<file path="config.mk">
export PLATFORM = sky130hd
export DESIGN_NAME = key_irq_top
export DESIGN_NICKNAME = d
export VERILOG_FILES = /design/src/key_irq_pkg.sv /design/src/key_irq_top.sv /design/src/key_edge_detect.sv
export SDC_FILE = /design/constraint.sdc
export NUM_CORES = 1
export LEC_CHECK = 0
export BUFFER_PORTS_ARGS = -buffer_cell sky130_fd_sc_hd__buf_4
export CORE_ASPECT_RATIO = 1.5
export CORE_MARGIN = 8
export CORE_UTILIZATION = 52
export DETAILED_ROUTE_END_ITERATION = 10
export GPL_TIMING_DRIVEN = 0
export PLACE_DENSITY_LB_ADDON = 0.12
export SLEW_MARGIN = 20
export SYNTH_ARGS = -nofsm -noshare
export SYNTH_HDL_FRONTEND = slang
export SYNTH_HIERARCHICAL = 1
export SYNTH_SLANG_ARGS = --single-unit
</file>
<file path="constraint.sdc">
create_clock -name SYS_CLK -period 3.3 [get_ports SYS_CLK]
set_input_delay 0.33 -clock SYS_CLK [delete_from_list [all_inputs] [get_ports SYS_CLK]]
set_output_delay 0.33 -clock SYS_CLK [all_outputs]
set_load 0.005 [all_outputs]
</file>
<file path="src/key_irq_pkg.sv">
// key edge interrupt package: register map, field layout, reset values
// assumes a 32-bit axi4-lite register bus and six key inputs
package key_irq_pkg;
   localparam int          KEY_CHANNELS   = 6;
   localparam int          ADDR_W         = 8;
   localparam logic [7:0]  ADDR_CTRL      = 8'h00;
   localparam logic [7:0]  ADDR_FLAG      = 8'h04;
   localparam logic [7:0]  ADDR_STATUS    = 8'h08;
   localparam logic [7:0]  ADDR_MASK      = 8'h0C;
   localparam logic [7:0]  ADDR_INPUT     = 8'h10;
   localparam int          CTRL_MODE_BIT  = 0;
   localparam int          CTRL_EDGE_BIT  = 1;
   localparam int          CTRL_ENABLE_LO = 8;
   localparam logic [1:0]  RESP_OKAY      = 2'h0;
   localparam logic [1:0]  RESP_SLVERR    = 2'h2;
   localparam logic [5:0]  FLAGS_CLEAR    = 6'h00;
   localparam logic [5:0]  ENABLE_RESET   = 6'h3F;
   localparam logic [5:0]  INPUT_IDLE     = 6'h3F;
   localparam int          STAT_KEY_BIT   = 0;
   localparam int          STAT_W         = 1;
endpackage

</file>
<file path="src/key_irq_top.sv">
// key edge interrupt block, flag-retaining mode, with axi4-lite registers
// assumes synchronous key inputs, one 100 MHz clock, a synchronous high reset
//
// Behaviour
// (RULE_01) a valid edge on any of the six key inputs raises the key interrupt.
// (RULE_02) per-channel flags in the key flag register show which inputs saw a valid edge.
// (RULE_03) in flag mode the key interrupt stays high until the flags are cleared.
// (RULE_04) with falling edge chosen each falling edge gives exactly one interrupt, however the flag is cleared.
// (RULE_05) a flag clears on interrupt acknowledge or on a software write of one.
// (RULE_06) with the polarity setting at one, rising edges are the valid edge instead.
//
// The placing of the registers and the AXI4-Lite interface to the registers were left to the implementer.
`timescale 1ns/1ps
module key_irq_top
   import key_irq_pkg::*;
(
   input  wire logic                    SYS_CLK,
   input  wire logic                    SYS_RST,
   input  wire logic [KEY_CHANNELS-1:0] KEY_IN,
   input  wire logic                    KEY_IRQ_ACK,
   output logic                         KEY_IRQ,
   output logic                         IRQ,
   input  wire logic [ADDR_W-1:0]       S_AXI_AWADDR,
   input  wire logic                    S_AXI_AWVALID,
   output logic                         S_AXI_AWREADY,
   input  wire logic [31:0]             S_AXI_WDATA,
   input  wire logic [3:0]              S_AXI_WSTRB,
   input  wire logic                    S_AXI_WVALID,
   output logic                         S_AXI_WREADY,
   output logic [1:0]                   S_AXI_BRESP,
   output logic                         S_AXI_BVALID,
   input  wire logic                    S_AXI_BREADY,
   input  wire logic [ADDR_W-1:0]       S_AXI_ARADDR,
   input  wire logic                    S_AXI_ARVALID,
   output logic                         S_AXI_ARREADY,
   output logic [31:0]                  S_AXI_RDATA,
   output logic [1:0]                   S_AXI_RRESP,
   output logic                         S_AXI_RVALID,
   input  wire logic                    S_AXI_RREADY
);
   // ****************************************
   // state
   // ****************************************
   logic                    flag_mode_select_q, flag_mode_select_d;
   logic                    edge_polarity_select_q, edge_polarity_select_d;
   logic [KEY_CHANNELS-1:0] chan_enable_q, chan_enable_d;
   logic [KEY_CHANNELS-1:0] key_flag_register_q, key_flag_register_d;
   logic [STAT_W-1:0]       status_q, status_d;
   logic [STAT_W-1:0]       mask_q, mask_d;
   logic                    key_irq_q, key_irq_d;
   logic                    irq_q, irq_d;
   logic                    aw_held_q, aw_held_d;
   logic [ADDR_W-1:0]       aw_addr_q, aw_addr_d;
   logic                    w_held_q, w_held_d;
   logic [31:0]             w_data_q, w_data_d;
   logic [3:0]              w_strb_q, w_strb_d;
   logic                    bvalid_q, bvalid_d;
   logic [1:0]              bresp_q, bresp_d;
   logic                    rvalid_q, rvalid_d;
   logic [31:0]             rdata_q, rdata_d;
   logic [1:0]              rresp_q, rresp_d;
   logic [KEY_CHANNELS-1:0] edge_pulse;
   logic [KEY_CHANNELS-1:0] valid_edge;
   logic                    do_write;
   logic                    do_read;

   function automatic logic mapped(input logic [ADDR_W-1:0] a);
      mapped = (a == ADDR_CTRL) || (a == ADDR_FLAG) || (a == ADDR_STATUS)
            || (a == ADDR_MASK) || (a == ADDR_INPUT);
   endfunction

   key_edge_detect u_edge (
      .clk        (SYS_CLK),
      .rst        (SYS_RST),
      .keys       (KEY_IN),
      .rising_sel (edge_polarity_select_q),
      .edge_pulse (edge_pulse)
   );

   // ****************************************
   // axi4-lite slave
   // ****************************************
   // one write and one read at a time; read ready held low while read data waits, write address and data still taken while a response waits
   assign do_write = aw_held_q && w_held_q && !bvalid_q;
   assign do_read  = S_AXI_ARVALID && S_AXI_ARREADY;

   always_comb
   begin
      aw_held_d = aw_held_q;
      aw_addr_d = aw_addr_q;
      w_held_d  = w_held_q;
      w_data_d  = w_data_q;
      w_strb_d  = w_strb_q;
      bvalid_d  = bvalid_q;
      bresp_d   = bresp_q;
      rvalid_d  = rvalid_q;
      rdata_d   = rdata_q;
      rresp_d   = rresp_q;
      if (S_AXI_AWVALID && S_AXI_AWREADY)
      begin
         aw_held_d = 1'b1;
         aw_addr_d = S_AXI_AWADDR;
      end
      if (S_AXI_WVALID && S_AXI_WREADY)
      begin
         w_held_d = 1'b1;
         w_data_d = S_AXI_WDATA;
         w_strb_d = S_AXI_WSTRB;
      end
      if (do_write)
      begin
         aw_held_d = 1'b0;
         w_held_d  = 1'b0;
         bvalid_d  = 1'b1;
         bresp_d   = mapped(aw_addr_q) ? RESP_OKAY : RESP_SLVERR;
      end
      else if (bvalid_q && S_AXI_BREADY)
         bvalid_d = 1'b0;
      if (do_read)
      begin
         rvalid_d = 1'b1;
         rresp_d  = mapped(S_AXI_ARADDR) ? RESP_OKAY : RESP_SLVERR;
         rdata_d  = '0;
         case (S_AXI_ARADDR)
            ADDR_CTRL:
            begin
               rdata_d[CTRL_MODE_BIT] = flag_mode_select_q;
               rdata_d[CTRL_EDGE_BIT] = edge_polarity_select_q;
               rdata_d[CTRL_ENABLE_LO +: KEY_CHANNELS] = chan_enable_q;
            end
            ADDR_FLAG:   rdata_d[KEY_CHANNELS-1:0] = key_flag_register_q;   // [RULE_02]
            ADDR_STATUS: rdata_d[STAT_W-1:0] = status_q;
            ADDR_MASK:   rdata_d[STAT_W-1:0] = mask_q;
            ADDR_INPUT:  rdata_d[KEY_CHANNELS-1:0] = KEY_IN;
            default:     rdata_d = '0;
         endcase
      end
      else if (rvalid_q && S_AXI_RREADY)
         rvalid_d = 1'b0;
   end

   // ****************************************
   // key flags and interrupt
   // ****************************************
   assign valid_edge = edge_pulse & chan_enable_q;

   always_comb
   begin
      flag_mode_select_d     = flag_mode_select_q;
      edge_polarity_select_d = edge_polarity_select_q;
      chan_enable_d          = chan_enable_q;
      mask_d                 = mask_q;
      key_flag_register_d    = key_flag_register_q;
      status_d               = status_q;
      if (KEY_IRQ_ACK)
         key_flag_register_d = FLAGS_CLEAR;   // acknowledge clears the flags [RULE_05]
      if (do_write && w_strb_q[0])
      begin
         case (aw_addr_q)
            ADDR_CTRL:
            begin
               flag_mode_select_d     = w_data_q[CTRL_MODE_BIT];
               edge_polarity_select_d = w_data_q[CTRL_EDGE_BIT];
            end
            ADDR_FLAG:   key_flag_register_d = key_flag_register_d & ~w_data_q[KEY_CHANNELS-1:0];   // [RULE_05]
            ADDR_STATUS: status_d = status_q & ~w_data_q[STAT_W-1:0];
            ADDR_MASK:   mask_d = w_data_q[STAT_W-1:0];
            default:     mask_d = mask_q;
         endcase
      end
      if (do_write && w_strb_q[1] && aw_addr_q == ADDR_CTRL)
         chan_enable_d = w_data_q[CTRL_ENABLE_LO +: KEY_CHANNELS];
      // a new edge wins over a clear in the same cycle
      key_flag_register_d = key_flag_register_d | valid_edge;   // [RULE_02] [RULE_04]
      if (|valid_edge)
         status_d[STAT_KEY_BIT] = 1'b1;
      if (flag_mode_select_q)
         key_irq_d = |key_flag_register_q;   // held until flags cleared [RULE_03]
      else
         key_irq_d = |valid_edge;            // pulse mode: irq ignores the flags, which are still set
      key_irq_d = key_irq_d | (|valid_edge);   // [RULE_01]
      irq_d = |(status_d & mask_d);
   end

   // ****************************************
   // registers
   // ****************************************
   always_ff @(posedge SYS_CLK)
   begin
      if (SYS_RST)
      begin
         flag_mode_select_q     <= 1'b0;
         edge_polarity_select_q <= 1'b0;
         chan_enable_q          <= ENABLE_RESET;
         key_flag_register_q    <= FLAGS_CLEAR;
         status_q               <= '0;
         mask_q                 <= '0;
         key_irq_q              <= 1'b0;
         irq_q                  <= 1'b0;
         aw_held_q              <= 1'b0;
         aw_addr_q              <= '0;
         w_held_q               <= 1'b0;
         w_data_q               <= '0;
         w_strb_q               <= '0;
         bvalid_q               <= 1'b0;
         bresp_q                <= RESP_OKAY;
         rvalid_q               <= 1'b0;
         rdata_q                <= '0;
         rresp_q                <= RESP_OKAY;
      end
      else
      begin
         flag_mode_select_q     <= flag_mode_select_d;
         edge_polarity_select_q <= edge_polarity_select_d;
         chan_enable_q          <= chan_enable_d;
         key_flag_register_q    <= key_flag_register_d;
         status_q               <= status_d;
         mask_q                 <= mask_d;
         key_irq_q              <= key_irq_d;
         irq_q                  <= irq_d;
         aw_held_q              <= aw_held_d;
         aw_addr_q              <= aw_addr_d;
         w_held_q               <= w_held_d;
         w_data_q               <= w_data_d;
         w_strb_q               <= w_strb_d;
         bvalid_q               <= bvalid_d;
         bresp_q                <= bresp_d;
         rvalid_q               <= rvalid_d;
         rdata_q                <= rdata_d;
         rresp_q                <= rresp_d;
      end
   end

   assign KEY_IRQ       = key_irq_q;
   assign IRQ           = irq_q;
   assign S_AXI_AWREADY = !aw_held_q && !SYS_RST;
   assign S_AXI_WREADY  = !w_held_q && !SYS_RST;
   assign S_AXI_BVALID  = bvalid_q;
   assign S_AXI_BRESP   = bresp_q;
   assign S_AXI_ARREADY = !rvalid_q && !SYS_RST;
   assign S_AXI_RVALID  = rvalid_q;
   assign S_AXI_RDATA   = rdata_q;
   assign S_AXI_RRESP   = rresp_q;
endmodule // key_irq_top

</file>
<file path="src/key_edge_detect.sv">
// key edge detector: one-cycle pulse per valid edge on each channel
// assumes key inputs already synchronous to the system clock
`timescale 1ns/1ps
module key_edge_detect
   import key_irq_pkg::*;
(
   input  wire logic                    clk,
   input  wire logic                    rst,
   input  wire logic [KEY_CHANNELS-1:0] keys,
   input  wire logic                    rising_sel,
   output logic      [KEY_CHANNELS-1:0] edge_pulse
);
   logic [KEY_CHANNELS-1:0] prev_q;
   logic [KEY_CHANNELS-1:0] prev_d;

   always_comb
   begin
      prev_d = keys;
      if (rising_sel)
      begin
         edge_pulse = keys & ~prev_q;   // [RULE_06]
      end
      else
      begin
         edge_pulse = ~keys & prev_q;   // only the falling edge counts [RULE_04]
      end
   end

   // idle high so a key released at reset gives no false edge; a key held low at reset gives a falling edge
   always_ff @(posedge clk)
   begin
      if (rst)
         prev_q <= INPUT_IDLE;
      else
         prev_q <= prev_d;
   end
endmodule // key_edge_detect

</file>
; Word-level counts from Yosys, hierarchy flattened
; Index checks and enable logic that the tools add are counted.
[word_totals]
regBits = 68
in_bits = 66
word_cells = 93
[op_classes]
eq_ne = 8
mux = 20
bitwise_logic = 12
n_reduce_logical = 34
[ops]
columns = operator, count
row1 = "== test 8 x 4 -> 1 bit, second input constant", 4
row2 = two-way mux 6 bit, 5
row3 = AND 6 bit, 4
row4 = inverter 6 bit, 3
row5 = "== test 8 x 3 -> 1 bit, second input constant", 2
row6 = "== test 8 x 5 -> 1 bit, second input constant", 2
row7 = zero test 8 bit, 2
row8 = logical AND 1 bit, 13
row9 = OR reduction 6 bit, 2
row10 = two-way mux 1 bit, 10
row11 = logical OR 1 bit, 8
row12 = one-hot mux 4 bit (2 select lines), 1
row13 = OR 6 bit, 1
row14 = zero test 1 bit, 5
row15 = one-hot mux 1 bit (5 select lines), 1
row16 = two-way mux 2 bit, 2
row17 = nonzero test 2 bit, 2
row18 = one-hot mux 1 bit (3 select lines), 1
row19 = AND 1 bit, 2
row20 = AND reduction 2 bit, 1
row21 = OR reduction 2 bit, 1
row22 = inverter 1 bit, 1
row23 = OR 1 bit, 1

; Depth between registers and ports, before layout
[depth]
ltp_word = 7
depth_mapped = 8

; Hierarchy
; The synthesis kept the hierarchy.
[modules_own_cells]
columns = module, instances, cells_each, area_each_um2, seq_area_each_um2
row1 = key_irq_top, 1, 279, 2547.4, 1161.1
row2 = key_edge_detect, 1, 31, 279.0, 120.1

; Worst setup path after synthesis
; No wires, ideal clock.
[synth_path]
path_type = reg2reg
start = register aw_addr_q[1]
end = register chan_enable_q[0]
arrival_ps = 1430
path_slack_ps = 1753
path_stages_with_launch = 6
path_buffers = 0
synth_period_minus_slack_ps = 1547
cell_sequence = dfxtp_1 -> or4_4 -> nor3_4 -> nand4_4 -> mux2i_1 -> nand2b_1
[synth_via]
elab_chain_len = 2
[synth_rtl]
columns = element, line_no
row1 = start: declaration, key_irq_top.sv:53  ; logic [ADDR_W-1:0] aw_addr_q, aw_addr_d;
row2 = start signal: assignment, key_irq_top.sv:222  ; aw_addr_q <= aw_addr_d;
row3 = zero test 8 bit, key_irq_top.sv:171  ; if (do_write && w_strb_q[1] && aw_addr_q == ADDR_CTRL)
row4 = logical AND 1 bit, key_irq_top.sv:171
row5 = end signal: assignment, key_irq_top.sv:215  ; chan_enable_q <= chan_enable_d;
row6 = end: declaration, key_irq_top.sv:46  ; logic [KEY_CHANNELS-1:0] chan_enable_q, chan_enable_d;
; Every way passes these cells.
; A chain may end at the register's enable or synchronous reset.

; Final worst setup path
[layout_path]
start = input SYS_RST
end = output S_AXI_AWREADY
[layout_via]
elab_chain_len = 2
[layout_rtl]
columns = element, line_no
row1 = start: declaration, key_irq_top.sv:18  ; input wire logic SYS_RST,
row2 = zero test 1 bit, key_irq_top.sv:236  ; assign S_AXI_AWREADY = !aw_held_q && !SYS_RST;
row3 = logical AND 1 bit, key_irq_top.sv:236
row4 = end: declaration, key_irq_top.sv:25  ; output logic S_AXI_AWREADY,
; Every way passes these cells.

==> qor.csv <==
metric,value,unit
avgSynthCellArea,9.12,sq um
final_core_util,0.674,
postCtsSetupBuffers,0,
whs_endpoint,S_AXI_RVALID,
period_needed,2.11,ns
htreeDepth,3,
min_from,S_AXI_RREADY,
irDropWorstVdd,0.303,mV
max-slew-margin-rel,0.484,
regToRegEndpoint,chan_enable_q[1],
setup_tns,0,ns
grt_start_max_net_pins,11,
die-height,106,microns
cts-root-buf,clkbuf_8,
p_switching,412,uW
outcome,finished clean,
internal-power,1.19,mW
critPathLaunchType,input port,
finClkSkew,0.00546,ns
ys_seq_area_frac,0.453,
power_leakage,1.64,nW
track_usage,0.171,
die_w,76.2,microns
whs,0.176,ns
yosysWarningCount,6,
synthToLayoutAreaGrowth,28.0,%
rrSetupSlack,1.58,ns
synth_ff_type,dfxtp_1,
placed_cell_area,3470,sq um
hold_buffers,0,
core_area,5370,sq um
synth_common_cells,"dfxtp_1 (64), nand2b_1 (32), nand2_1 (29)",
grt_antenna_before_repair,0,
switching_share,0.257,
synth.ff_latch_count,64,
vias_per_cell,5.01,
cts_buffers,9,
synth_top_area_share,0.453,
grt_overflow_total,0,
power-per-cell-area,444,nW/um^2
regToRegStartpoint,aw_addr_q[1],
drtIter0Drc,104,
seqPwrFrac,0.525,
fmax,473,MHz
critPathKind,input port to primary output,
antennaDiodeCount,0,
postCtsResizedCells,0,
clk_latency,0.33,ns
whs_path_depth,2,
fin_area,3620,sq um
place_hpwl,5370,microns
finalWirelength,6810,microns
floorplan.initialDensity,0.527,
drive_gt1_frac,0.284,
synth_async_sr_flop_share,0,
setup_viol,0,
rows,33,
gp_congestion,0.897,
post-route-drc-count,0,
clk_pin_slew_worst_paths,0.07,ns
synth_cell_types,41,
ys_top_cells_by_area,"dfxtp_1 (45%), nand2b_1 (7.1%), buf_4 (6.1%), mux2i_1 (6.0%), nand2_1 (3.9%)",
rsz0062_at_grt,false,
dr.pass1.iters,4,
yosys.cell_count.top_type,dfxtp_1,
clock_sinks,64,
syn_area,2830,sq um
hold_violations,0,
finalMaxSlewViolations,0,
grt_pass1_wl,11400,microns
wl_per_cell,14.2,microns
drv_cap,0,
cp.arrival,1.78,ns
finalCritPeriodShare,0.640,
worstMarginPinSlew,0.766,ns
hold_path.class,input port to flip-flop,
synth-edff-count,0,
ios,109,
syn_inst,310,
dieArea,8100,sq um
port_buffers,63,
cts_buffer_depth,2,
required,2.97,ns
vias,2398,
synth_top_area_cell,dfxtp_1,
combPwrFrac,0.136,
rr_worst_depth,5,
nets,471,
grt_pass1_vias,2440,
end_kind,primary output,
worstPathMaxFanout,10,
antenna_left,0,
power_frac_clock,0.340,
cts_tree,built,
## power groups by stage
stage / Sequential, mW / Clock [mW] / Combinational [mW]
2_1_floorplan: 0.853 / 0 / 0.130
3_3_place_gp: 0.858 / 0 / 0.213
3_5_place_dp: 0.860 / 0 / 0.217
4_1_cts: 0.843 / 0.553 / 0.218
5_1_grt: 0.849 / 0.591 / 0.243
6_report: 0.843 / 0.545 / 0.218
## layout make-up
| class | instances | area (sq um) |
|---|---|---|
| plain buffers | 36 | 230 |
| clock buffers | 10 | 128 |
| clock inverters | 5 | 25.0 |
| fillers | 470 | 1750 |
| inverters | 3 | 11.3 |
| multi-input cells | 228 | 1380 |
| flip-flops and latches | 64 | 1280 |
| well taps | 70 | 87.6 |
| repair buffers | 63 | 473 |
## worst max-delay path, cell delays in order
cell and delay [ns]:
buf_4 0.11, clkbuf_1 0.35, clkbuf_1 0.35, clkbuf_1 0.42, nor2_1 0.08, buf_4 0.15
## cell families after synthesis
family | count (synthesis) | share of synthesized area
compound gates | 62 | 0.144
buf+inv | 39 | 0.0854
flops | 64 | 0.453
mux | 18 | 0.0642
other cells | 1 | 0.00133
simple gates | 126 | 0.252
## stage by stage
step	power (mW)	setup WS, ns	cells
floorplan	0.983	1.75	331
finish	1.61	1.19	479
global route	1.68	0.962	479
CTS	1.61	1.11	479
global placement	1.07	1.14	464
detailed placement	1.08	1.11	464
## per-layer routing
metal / global-route usage / routed length [microns] / part of all wire / vias up
met5: 0 / 0 / 0 / -
met4: 0.0953 / 210 / 0.031 / 0
met3: 0.0507 / 374 / 0.055 / 16
met2: 0.290 / 3400 / 0.50 / 71
met1: 0.188 / 2830 / 0.42 / 1084
li1: - / - / - / 1227
## layout by cell type, fill, tap and decap left out, drive strengths merged, types with 5 or more instances in the layout
cell type / count
a21boi: 7
nor2: 27
dfxtp: 64
conb: 22
a311oi: 7
nand2b: 32
clkinv: 5
a21oi: 10
clkbuf: 21
buf: 88
a22o: 6
o21ai: 22
nand2: 29
mux2i: 17
or2: 7
nand3b: 6
## state kept, by name (all words and copies together) (netlist names), 2 cells and up
signal and count:
S_AXI_RDATA 12, aw_addr_q 8, chan_enable_q 6, key_flag_register_q 6, u_edge/prev_q 6, w_data_q 12
w_strb_q 2
## how the worst max path moves through the flow
stage / startpoint / cells past startpoint / slack [ns] / endpoint
6_report: SYS_RST / 6 / 1.19 / S_AXI_AWREADY
2_1_floorplan: aw_addr_q[1] / 5 / 1.75 / chan_enable_q[0]
5_1_grt: SYS_RST / 6 / 0.96 / S_AXI_AWREADY
3_5_place_dp: SYS_RST / 6 / 1.11 / S_AXI_AWREADY
4_1_cts: SYS_RST / 6 / 1.11 / S_AXI_AWREADY
3_3_place_gp: SYS_RST / 6 / 1.14 / S_AXI_AWREADY
Power figures use the tool's default switching activity.
